<file path="config.mk">
export PLATFORM = sky130hd
export DESIGN_NAME = tcf_top
export DESIGN_NICKNAME = d
export VERILOG_FILES = /design/src/shared/tcf_pkg.sv /design/src/rtl/tcf_top.sv /design/src/rtl/tcf_ema.sv
export SDC_FILE = /design/constraint.sdc
export NUM_CORES = 1
export LEC_CHECK = 0
export CAP_MARGIN = 5
export CELL_PAD_IN_SITES_DETAIL_PLACEMENT = 0
export CELL_PAD_IN_SITES_GLOBAL_PLACEMENT = 1
export CORE_ASPECT_RATIO = 1.25
export CORE_MARGIN = 3
export CORE_UTILIZATION = 40
export CTS_BUF_LIST = sky130_fd_sc_hd__clkbuf_4
export DETAILED_ROUTE_END_ITERATION = 10
export DONT_BUFFER_PORTS = 1
export GPL_TIMING_DRIVEN = 0
export PLACE_DENSITY_LB_ADDON = 0.1
export SETUP_SLACK_MARGIN = 0.2
export SLEW_MARGIN = 20
export SYNTH_ARGS = -nofsm -noshare
export SYNTH_HDL_FRONTEND = slang
export SYNTH_SLANG_ARGS = --single-unit
</file>
<file path="constraint.sdc">
create_clock -name clk_i -period 194.7 [get_ports clk_i]
set_input_delay 19.47 -clock clk_i [delete_from_list [all_inputs] [get_ports clk_i]]
set_output_delay 19.47 -clock clk_i [all_outputs]
set_load 0.01 [all_outputs]
</file>
<file path="src/shared/tcf_pkg.sv">
// Shared constants and types for the thermocouple filter and configuration block
package tcf_pkg;
	// --------------------------------------------------------------
	// Widths
	// --------------------------------------------------------------
	localparam int TCF_TEMP_W = 16;
	localparam int TCF_ACC_W = 24;
	localparam int TCF_FRAC_W = 8;
	localparam int TCF_NUM_ALERTS = 4;

	// --------------------------------------------------------------
	// Sensor configuration register fields
	// --------------------------------------------------------------
	localparam int TCF_CFG_TYPE_LSB = 4;
	localparam int TCF_CFG_TYPE_MSB = 6;
	localparam int TCF_CFG_FILT_LSB = 0;
	localparam int TCF_CFG_FILT_MSB = 2;
	localparam logic [7:0] TCF_CFG_RESET = 8'h00;
	localparam logic [7:0] TCF_CFG_IMPL_MASK = 8'h77;
	localparam logic [2:0] TCF_FILT_OFF = 3'h0;

	// --------------------------------------------------------------
	// Status register fields
	// --------------------------------------------------------------
	localparam int TCF_STAT_ALERT_LSB = 0;
	localparam logic [7:0] TCF_STAT_RESET = 8'h00;

	typedef enum logic [2:0] {
		TCF_TYPE_K = 3'h0,
		TCF_TYPE_J = 3'h1,
		TCF_TYPE_T = 3'h2,
		TCF_TYPE_N = 3'h3,
		TCF_TYPE_S = 3'h4,
		TCF_TYPE_E = 3'h5,
		TCF_TYPE_B = 3'h6,
		TCF_TYPE_R = 3'h7
	} tcf_type_t;

	typedef enum logic [0:0] {
		TCF_FST_EMPTY = 1'h0,
		TCF_FST_RUN = 1'h1
	} tcf_fstate_t;
endpackage : tcf_pkg

</file>
<file path="src/rtl/tcf_top.sv">
// Sensor configuration register, smoothing filter and alert status flags
//
// Behaviour
// RULE1 - Status bit 3 is one when selected temperature exceeds fourth limit.
// RULE2 - Status bits 2..0 flag third, second, first limits exceeded strictly.
// RULE3 - Each alert compares hot or cold junction per software selection.
// RULE4 - Config bits 6..4 select type K,J,T,N,S,E,B,R for codes 0..7.
// RULE5 - Type selects its own correction coefficient set.
// RULE6 - Filter output depends only on newest sample and previous output.
// RULE7 - Output is k*x plus (1-k)*previous, k=2/(2^n+1), into difference register.
// RULE8 - Coefficient n in bits 2..0; zero means filter off.
// RULE9 - Any config write restarts the filter history.
// RULE10 - Config bits 7 and 3 read as zero.
// RULE11 - With filtering on, hot-junction alerts use filtered data.
// RULE12 - Power-on clears config to type K, filter off, empty history.
`timescale 1ns/10ps
`default_nettype none
module tcf_top
	import tcf_pkg::*;
(
	input wire logic clk_i,
	input wire logic rst_n_i,
	// Register port from the serial interface logic
	input wire logic cfg_wr_i,
	input wire logic [7:0] cfg_wdata_i,
	output logic [7:0] cfg_rdata_o,
	output logic [7:0] status_alert_o,
	// Conversion samples
	input wire logic hot_vld_i,
	input wire logic signed [TCF_TEMP_W-1:0] hot_i,
	input wire logic signed [TCF_TEMP_W-1:0] cold_i,
	// Alert limits and per-alert source select (1 = cold junction)
	input wire logic signed [TCF_TEMP_W-1:0] first_alert_limit_i,
	input wire logic signed [TCF_TEMP_W-1:0] second_alert_limit_i,
	input wire logic signed [TCF_TEMP_W-1:0] third_alert_limit_i,
	input wire logic signed [TCF_TEMP_W-1:0] fourth_alert_limit_i,
	input wire logic [TCF_NUM_ALERTS-1:0] alert_src_cold_i,
	// Conversion results
	output logic signed [TCF_TEMP_W-1:0] delta_temp_o,
	output logic [2:0] tc_type_o,
	output logic [7:0] corr_coef_set_o
);
	// --------------------------------------------------------------
	// Sensor configuration register
	// --------------------------------------------------------------
	logic [7:0] cfg_ff, nxt_cfg;
	logic [2:0] coef_n;
	logic clear_ff, nxt_clear;

	always_comb begin
		nxt_cfg = cfg_ff;
		nxt_clear = 1'b0;
		if (cfg_wr_i) begin
			nxt_cfg = cfg_wdata_i & TCF_CFG_IMPL_MASK; // [RULE10]
			nxt_clear = 1'b1; // [RULE9]
		end
	end

	always_ff @(posedge clk_i or negedge rst_n_i) begin
		if (!rst_n_i) begin
			cfg_ff <= TCF_CFG_RESET; // [RULE12]
			clear_ff <= 1'b0;
		end else begin
			cfg_ff <= nxt_cfg;
			clear_ff <= nxt_clear;
		end
	end

	assign coef_n = cfg_ff[TCF_CFG_FILT_MSB:TCF_CFG_FILT_LSB];

	// --------------------------------------------------------------
	// Type decode and correction set
	// --------------------------------------------------------------
	// Coefficient tables live in the arithmetic; only the set index is made here
	function automatic logic [7:0] tcf_coef_set(input logic [2:0] code);
		tcf_type_t t;
		logic [7:0] s;
		t = tcf_type_t'(code);
		s = 8'h00;
		unique case (t)
			TCF_TYPE_K: s = 8'h01;
			TCF_TYPE_J: s = 8'h02;
			TCF_TYPE_T: s = 8'h04;
			TCF_TYPE_N: s = 8'h08;
			TCF_TYPE_S: s = 8'h10;
			TCF_TYPE_E: s = 8'h20;
			TCF_TYPE_B: s = 8'h40;
			TCF_TYPE_R: s = 8'h80;
		endcase
		return s;
	endfunction : tcf_coef_set

	logic [2:0] type_ff, nxt_type;
	logic [7:0] coef_ff, nxt_coef;
	logic [7:0] rdata_ff, nxt_rdata;

	always_comb begin
		nxt_type = nxt_cfg[TCF_CFG_TYPE_MSB:TCF_CFG_TYPE_LSB]; // [RULE4]
		nxt_coef = tcf_coef_set(nxt_type); // [RULE5]
		nxt_rdata = nxt_cfg & TCF_CFG_IMPL_MASK; // [RULE10]
	end

	always_ff @(posedge clk_i or negedge rst_n_i) begin
		if (!rst_n_i) begin
			type_ff <= 3'h0;
			coef_ff <= 8'h01;
			rdata_ff <= TCF_CFG_RESET;
		end else begin
			type_ff <= nxt_type;
			coef_ff <= nxt_coef;
			rdata_ff <= nxt_rdata;
		end
	end

	// --------------------------------------------------------------
	// Smoothing filter
	// --------------------------------------------------------------
	logic filt_vld;
	logic signed [TCF_TEMP_W-1:0] filt_out;

	tcf_ema u_ema (
		.clk_i(clk_i),
		.rst_n_i(rst_n_i),
		.clear_i(clear_ff),
		.sample_vld_i(hot_vld_i),
		.sample_i(hot_i),
		.coef_n_i(coef_n),
		.out_vld_o(filt_vld),
		.out_o(filt_out)
	);

	logic signed [TCF_TEMP_W-1:0] delta_ff, nxt_delta;

	always_comb begin
		nxt_delta = delta_ff;
		if (filt_vld) begin
			nxt_delta = filt_out; // [RULE7]
		end
	end

	always_ff @(posedge clk_i or negedge rst_n_i) begin
		if (!rst_n_i) begin
			delta_ff <= '0;
		end else begin
			delta_ff <= nxt_delta;
		end
	end

	// --------------------------------------------------------------
	// Alert comparisons
	// --------------------------------------------------------------
	// Hot-side value is the filter output, which equals the raw sample when off
	logic signed [TCF_TEMP_W-1:0] limit [TCF_NUM_ALERTS];
	logic [TCF_NUM_ALERTS-1:0] alert_ff, nxt_alert;

	assign limit[0] = first_alert_limit_i;
	assign limit[1] = second_alert_limit_i;
	assign limit[2] = third_alert_limit_i;
	assign limit[3] = fourth_alert_limit_i;

	always_comb begin
		for (int i = 0; i < TCF_NUM_ALERTS; i++) begin
			// Selected temperature strictly above its limit
			nxt_alert[i] = (alert_src_cold_i[i] ? cold_i : nxt_delta) > limit[i]; // [RULE1] [RULE2] [RULE3] [RULE11]
		end
	end

	always_ff @(posedge clk_i or negedge rst_n_i) begin
		if (!rst_n_i) begin
			alert_ff <= '0;
		end else begin
			alert_ff <= nxt_alert;
		end
	end

	// --------------------------------------------------------------
	// Outputs
	// --------------------------------------------------------------
	assign cfg_rdata_o = rdata_ff;
	assign status_alert_o = {4'h0, alert_ff};
	assign delta_temp_o = delta_ff;
	assign tc_type_o = type_ff;
	assign corr_coef_set_o = coef_ff;


	// --------------------------------------------------------------
	// Rule checks
	// --------------------------------------------------------------
	// Flags are judged one cycle late, against the inputs of the cycle that set them
	a_alert4_flag: assert property (@(posedge clk_i) disable iff (!rst_n_i) // [RULE1]
		##1 status_alert_o[3] == (($past(alert_src_cold_i[3]) ? $past(cold_i)
			: delta_temp_o) > $past(fourth_alert_limit_i)))
		else $error("fourth alert flag wrong");
	a_alert3_flag: assert property (@(posedge clk_i) disable iff (!rst_n_i) // [RULE2] [RULE3]
		##1 status_alert_o[2] == (($past(alert_src_cold_i[2]) ? $past(cold_i)
			: delta_temp_o) > $past(third_alert_limit_i)))
		else $error("third alert flag wrong");
	a_alert2_flag: assert property (@(posedge clk_i) disable iff (!rst_n_i) // [RULE2] [RULE11]
		##1 status_alert_o[1] == (($past(alert_src_cold_i[1]) ? $past(cold_i)
			: delta_temp_o) > $past(second_alert_limit_i)))
		else $error("second alert flag wrong");
	a_alert1_flag: assert property (@(posedge clk_i) disable iff (!rst_n_i) // [RULE2] [RULE3]
		##1 status_alert_o[0] == (($past(alert_src_cold_i[0]) ? $past(cold_i)
			: delta_temp_o) > $past(first_alert_limit_i)))
		else $error("first alert flag wrong");
	a_cfg_read_zero: assert property (@(posedge clk_i) disable iff (!rst_n_i) // [RULE10]
		cfg_rdata_o[7] == 1'b0 && cfg_rdata_o[3] == 1'b0)
		else $error("unimplemented config bit reads one");
	a_cfg_write_back: assert property (@(posedge clk_i) disable iff (!rst_n_i) // [RULE10]
		cfg_wr_i |=> cfg_rdata_o == ($past(cfg_wdata_i) & TCF_CFG_IMPL_MASK))
		else $error("config write not stored");
	a_type_decode: assert property (@(posedge clk_i) disable iff (!rst_n_i) // [RULE4] [RULE5]
		cfg_wr_i |=> tc_type_o == $past(cfg_wdata_i[6:4])
			&& corr_coef_set_o == (8'h01 << $past(cfg_wdata_i[6:4])))
		else $error("type decode wrong");
	a_cfg_hold: assert property (@(posedge clk_i) disable iff (!rst_n_i) // [RULE4] [RULE5]
		!cfg_wr_i |=> $stable(cfg_rdata_o) && $stable(tc_type_o)
			&& $stable(corr_coef_set_o))
		else $error("configuration moved without a write");
	a_coef_onehot: assert property (@(posedge clk_i) disable iff (!rst_n_i) // [RULE5]
		$onehot(corr_coef_set_o))
		else $error("correction set not one-hot");
	a_delta_update: assert property (@(posedge clk_i) disable iff (!rst_n_i) // [RULE7] [RULE8]
		hot_vld_i && !cfg_wr_i && !clear_ff && coef_n == TCF_FILT_OFF
			|=> ##1 delta_temp_o == $past(hot_i, 2))
		else $error("difference register not updated");
	a_status_high_zero: assert property (@(posedge clk_i) disable iff (!rst_n_i) // [RULE2]
		status_alert_o[7:4] == 4'h0)
		else $error("unowned status bits driven");
	a_filter_hold: assert property (@(posedge clk_i) disable iff (!rst_n_i) // [RULE6]
		!filt_vld |=> delta_temp_o == $past(delta_temp_o))
		else $error("difference register moved without a sample");
	a_sample_taken: assert property (@(posedge clk_i) disable iff (!rst_n_i) // [RULE6]
		hot_vld_i && !clear_ff |=> filt_vld)
		else $error("accepted sample produced no filter output");
	a_vld_needs_sample: assert property (@(posedge clk_i) disable iff (!rst_n_i) // [RULE6]
		!hot_vld_i |=> !filt_vld)
		else $error("filter output without a sample");
	a_clear_on_write: assert property (@(posedge clk_i) disable iff (!rst_n_i) // [RULE9]
		cfg_wr_i |=> clear_ff)
		else $error("config write did not clear the filter");
	a_clear_only_write: assert property (@(posedge clk_i) disable iff (!rst_n_i) // [RULE9]
		!cfg_wr_i |=> !clear_ff)
		else $error("filter cleared without a write");
	a_sample_dropped: assert property (@(posedge clk_i) disable iff (!rst_n_i) // [RULE9]
		clear_ff && hot_vld_i |=> !filt_vld)
		else $error("sample in the clear cycle was used");
	a_first_after_clear: assert property (@(posedge clk_i) disable iff (!rst_n_i) // [RULE9]
		clear_ff ##1 (hot_vld_i && !clear_ff) |=> ##1 delta_temp_o == $past(hot_i, 2))
		else $error("first sample after a write not passed raw");
endmodule : tcf_top
`default_nettype wire

</file>
<file path="src/rtl/tcf_ema.sv">
// First-order recursive smoothing stage for hot-junction samples
`timescale 1ns/10ps
`default_nettype none
module tcf_ema
	import tcf_pkg::*;
(
	input wire logic clk_i,
	input wire logic rst_n_i,
	input wire logic clear_i,
	input wire logic sample_vld_i,
	input wire logic signed [TCF_TEMP_W-1:0] sample_i,
	input wire logic [2:0] coef_n_i,
	output logic out_vld_o,
	output logic signed [TCF_TEMP_W-1:0] out_o
);
	// --------------------------------------------------------------
	// Filter state
	// --------------------------------------------------------------
	// Wide fractional state keeps the output from sticking more than one unit short of the input
	tcf_fstate_t state_ff, nxt_state;
	logic signed [TCF_ACC_W-1:0] y_ff, nxt_y;
	logic out_vld_ff, nxt_out_vld;
	logic signed [TCF_ACC_W-1:0] x_ext;
	logic signed [TCF_ACC_W+10:0] prod;
	logic [9:0] den;

	always_comb begin
		x_ext = TCF_ACC_W'(sample_i) <<< TCF_FRAC_W;
		den = 10'((11'h001 << coef_n_i) + 11'h001);
		nxt_state = state_ff;
		nxt_y = y_ff;
		nxt_out_vld = 1'b0;
		// y += 2*(x-y)/(2^n+1), i.e. k*x + (1-k)*y with k = 2/(2^n+1)
		prod = (TCF_ACC_W+11)'(x_ext - y_ff) * (TCF_ACC_W+11)'(2);
		if (clear_i) begin
			nxt_state = TCF_FST_EMPTY; // [RULE9]
		end else if (sample_vld_i) begin
			nxt_out_vld = 1'b1;
			if (coef_n_i == TCF_FILT_OFF || state_ff == TCF_FST_EMPTY) begin
				nxt_y = x_ext; // [RULE8]
			end else begin
				nxt_y = TCF_ACC_W'(y_ff + TCF_ACC_W'(prod / $signed({1'b0, den}))); // [RULE6] [RULE7]
			end
			nxt_state = TCF_FST_RUN;
		end
	end

	always_ff @(posedge clk_i or negedge rst_n_i) begin
		if (!rst_n_i) begin
			state_ff <= TCF_FST_EMPTY; // [RULE12]
			y_ff <= '0;
			out_vld_ff <= 1'b0;
		end else begin
			state_ff <= nxt_state;
			y_ff <= nxt_y;
			out_vld_ff <= nxt_out_vld;
		end
	end

	assign out_vld_o = out_vld_ff;
	assign out_o = TCF_TEMP_W'(y_ff >>> TCF_FRAC_W);

	a_filter_off_pass: assert property (@(posedge clk_i) disable iff (!rst_n_i) // [RULE8]
		sample_vld_i && !clear_i && coef_n_i == TCF_FILT_OFF |=> out_o == $past(sample_i))
		else $error("unfiltered sample not passed through");
	a_clear_restart: assert property (@(posedge clk_i) disable iff (!rst_n_i) // [RULE9]
		clear_i ##1 (sample_vld_i && !clear_i) |=> out_o == $past(sample_i))
		else $error("filter history survived a config write");
endmodule : tcf_ema
`default_nettype wire

</file>
==> qor.log <==
[critical_path] largest stage delay on the critical path 870 ps
[cts] Sink Count 61
[global_routing] via count of the first global-routing pass 30842
[global_routing] number of antenna violations at the first check in global routing 0
[placed_design] DPL Wire Length 87.05 mm
[timing] transition time of the tightest slew-check pin 1130 ps
[critical_path] cell with the largest stage delay on the worst path sky130_fd_sc_hd__nor3_1
[timing] endpoints failing setup 0
[cts] root buffer cell sky130_fd_sc_hd__clkbuf_4
[routing] final WL 102.1 mm
[critical_path] type of the worst setup path input pin to flip-flop
[critical_path] worst-path maximum fanout 10
[timing] maximum clock skew at final layout 17.91 ps
[cts] maximum number of buffers from clock root to sink 2
[placed_design] final weighted congestion in routability-driven placement 0.8998
[timing] Final min period 129980 ps
[cells_and_area] share of post-route cells with drive strength above 1 8.477%
[timing] final worst setup slack 64720 ps
[placed_design] setup slack at placement 64780 ps
[synth] share of synthesized flip-flops with an asynchronous set or reset 100.0%
[timing] unrepaired setup endpoints after global routing no
[cts] post-cts hold buffer count 0
[placed_design] Cell Count Post-Placement 5306
[critical_path] Worst setup EP type flip-flop
[cts] Clock H-tree levels 3
[synth] main area contributors after synthesis sky130_fd_sc_hd__ha_1, sky130_fd_sc_hd__o21a_1, sky130_fd_sc_hd__dfrtp_1, sky130_fd_sc_hd__nor2_1, sky130_fd_sc_hd__a21oi_1
[die] Std-Cell Core Area 74970 um^2
[cts] clock latency on the worst-skew pair 450 ps
[critical_path] worst r2r path cells 515
[timing] accumulated negative setup slack 0 ps
[critical_path] Data required, critical path 195030 ps
[routing] Avg Vias per Cell 6.031
[routing] drt drc 0
[cells_and_area] multi-input combinational cell area 27820 um^2
[cts] CTS tree built
[flow_run] Maximum Capacitance Violations 0
[cells_and_area] highest-count cells in the layout ignoring fill and taps sky130_fd_sc_hd__nor2_1, sky130_fd_sc_hd__ha_1, sky130_fd_sc_hd__nand2_1
[synth] Gate Count Post-Synth 4284
[critical_path] Critical Path Most Common Cell sky130_fd_sc_hd__o21a_1
[cells_and_area] Finished Layout Cells 5323
[cells_and_area] fin nets 4847
[timing] count of final max-slew check failures 0
[global_routing] first-pass GRT wire length 164.1 mm
[synth] synthesized area 30400 um^2
[cells_and_area] most frequent standard cell in the layout excluding fill and tap cells sky130_fd_sc_hd__nor2_1
[synth] post-synthesis cell type count 132
[die] horizontal die dimension 252.6 um
[die] num rows 112
[synth] Avg Cell Area, Syn 7.096 um^2
[routing] number of vias after detailed routing 32105
[synth] synthesis-stage register bit count 61
[die] Die Y 314.2 um
[routing] post-DR wirelength/cell 19.18 um
[synth] most area-hungry cell type in the Yosys netlist sky130_fd_sc_hd__ha_1
[timing] hold violation total from the final report 0
[critical_path] Critical Path Source Type input pin
[cells_and_area] # fillers 7981
[cts] post-cts sizing count 0
[cts] post-CTS clock slew at the launch and capture registers of the worst setup and hold paths 130 ps
[hold_path] worst hold path cell count 1
[timing] Max transition margin 23.98%
[cells_and_area] sequential standard cell area 1528 um^2
[global_routing] total routing usage reported by global routing 24.88%
[global_routing] pin count of the biggest net entering global routing 62
[placed_design] Buffers on Ports 0
[routing] remaining number of nets flagged by the antenna check after routing 0
[synth] fraction of post-synthesis cell area in the top cell type by area 15.89%
[synth] sequential share of the synthesized area 5.025%
[critical_path] signal arrival time at the worst endpoint 130310 ps
[synth] EDFF count, synth 0
[global_routing] global route overflow 0
[routing] violation count after the first detailed-routing iteration 1682
[die] area of the die 79370 um^2
[cts] CTS buffer count 9
[cts] # Post-CTS Setup Buffers 0
[die] initial core utilization 40.55%
[synth] Synth Flop Type sky130_fd_sc_hd__dfrtp_1
[routing] iteration count of the initial detailed-routing pass 6
[run_status] result of the run completed
[cells_and_area] area growth from synthesis to final layout 5.663%
[hold_path] Min-Delay Path Class flip-flop to flip-flop
[timing] highest attainable clock frequency 0.007693 GHz
[timing] Tcrit/Tclk final 66.76%
[die] number of ports placed on the die boundary 155
[synth] yosys warns 0
## stage by stage
stage / hold WS (ps) / cell area (um^2) / util, %
floorplan: 394.4 / 30550 / -
global placement: 418.9 / 31760 / 42.37
detailed placement: 408.4 / 32000 / 42.69
CTS: 434.3 / 32110 / 42.83
global route: 455.8 / 32120 / 42.84
finish: 446.6 / 32120 / 42.85
## flip-flops by register name (all words and copies together) (netlist names)
name,flops
alert_ff,4
cfg_ff,6
clear_ff,1
corr_coef_set_o,8
delta_temp_o,16
u_ema.out_vld_o,1
u_ema.state_ff,1
u_ema.y_ff,24
## layout make-up
type / count / share of cell area [%]
clock buffers: 9 / 0.2103
multi-input cells: 3954 / 86.62
diodes: 1 / 0.007790
clock inverters: 7 / 0.1324
repair buffers: 13 / 0.5882
inverters: 166 / 1.940
flip-flops and latches: 61 / 4.756
well taps: 969 / 3.774
plain buffers: 143 / 1.975
## metal layers
layer / vias to the layer above / share of wire, % / track usage [%]
met4: 0 / 1.2 / 3.016
met2: 461 / 51 / 47.06
li1: 16476 / - / -
met5: - / 0 / 0
met1: 15094 / 44 / 30.89
met3: 74 / 3.6 / 2.719
## kinds of logic after synthesis
family / Yosys count / synth area share, %
AO/OA/AOI/OAI: 1342 / 31.10
XOR/XNOR: 236 / 6.799
adder cells (fa/ha/maj): 389 / 16.02
buffers and inverters: 309 / 4.136
flip-flops: 61 / 5.025
multiplexers: 172 / 6.301
other: 2 / 0.02470
AND/OR/NAND/NOR: 1773 / 30.60
## Yosys cell counts (53+ instances only)
master and count:
sky130_fd_sc_hd__a31oi_1 60, sky130_fd_sc_hd__and2_1 63, sky130_fd_sc_hd__xnor2_1 162, sky130_fd_sc_hd__nand2_1 347, sky130_fd_sc_hd__a21o_1 90, sky130_fd_sc_hd__o21ai_0 132
sky130_fd_sc_hd__nand2b_1 58, sky130_fd_sc_hd__o31ai_1 110, sky130_fd_sc_hd__nor3_1 269, sky130_fd_sc_hd__nand3_1 126, sky130_fd_sc_hd__clkbuf_1 96, sky130_fd_sc_hd__dfrtp_1 60
sky130_fd_sc_hd__and3_1 53, sky130_fd_sc_hd__a21oi_1 285, sky130_fd_sc_hd__inv_1 164, sky130_fd_sc_hd__mux2_2 126, sky130_fd_sc_hd__or2_2 65, sky130_fd_sc_hd__nor2_1 396
sky130_fd_sc_hd__a211oi_1 63, sky130_fd_sc_hd__ha_1 386, sky130_fd_sc_hd__o21a_1 220, sky130_fd_sc_hd__xor2_1 74, sky130_fd_sc_hd__nand4_1 83
## critical path, delay by kind of cell
family / cells / cell delay (ps)
xor gates and xnor gates: 2 / 330
and+or+nand+nor: 119 / 30140
adders and majority gates: 29 / 9020
muxes: 4 / 1410
buffers and inverters: 63 / 16650
AOI/OAI and AO/OA: 261 / 53010
## path summary, 6_finish.rpt
path                            slack, ps                  to      start
max in group asynchronous          175810  corr_coef_set_o[0]    rst_n_i
worst max-delay path                64720      u_ema.y_ff[23]   hot_i[1]
min in group asynchronous           18690         alert_ff[3]    rst_n_i
worst min register to register        450      u_ema.state_ff   clear_ff
worst max register to register      73510      u_ema.y_ff[23]  cfg_ff[1]
worst min-delay path                  450      u_ema.state_ff   clear_ff
Power is not shown: default switching activity piles up to over one toggle a cycle in this logic, so the estimate is an artifact.
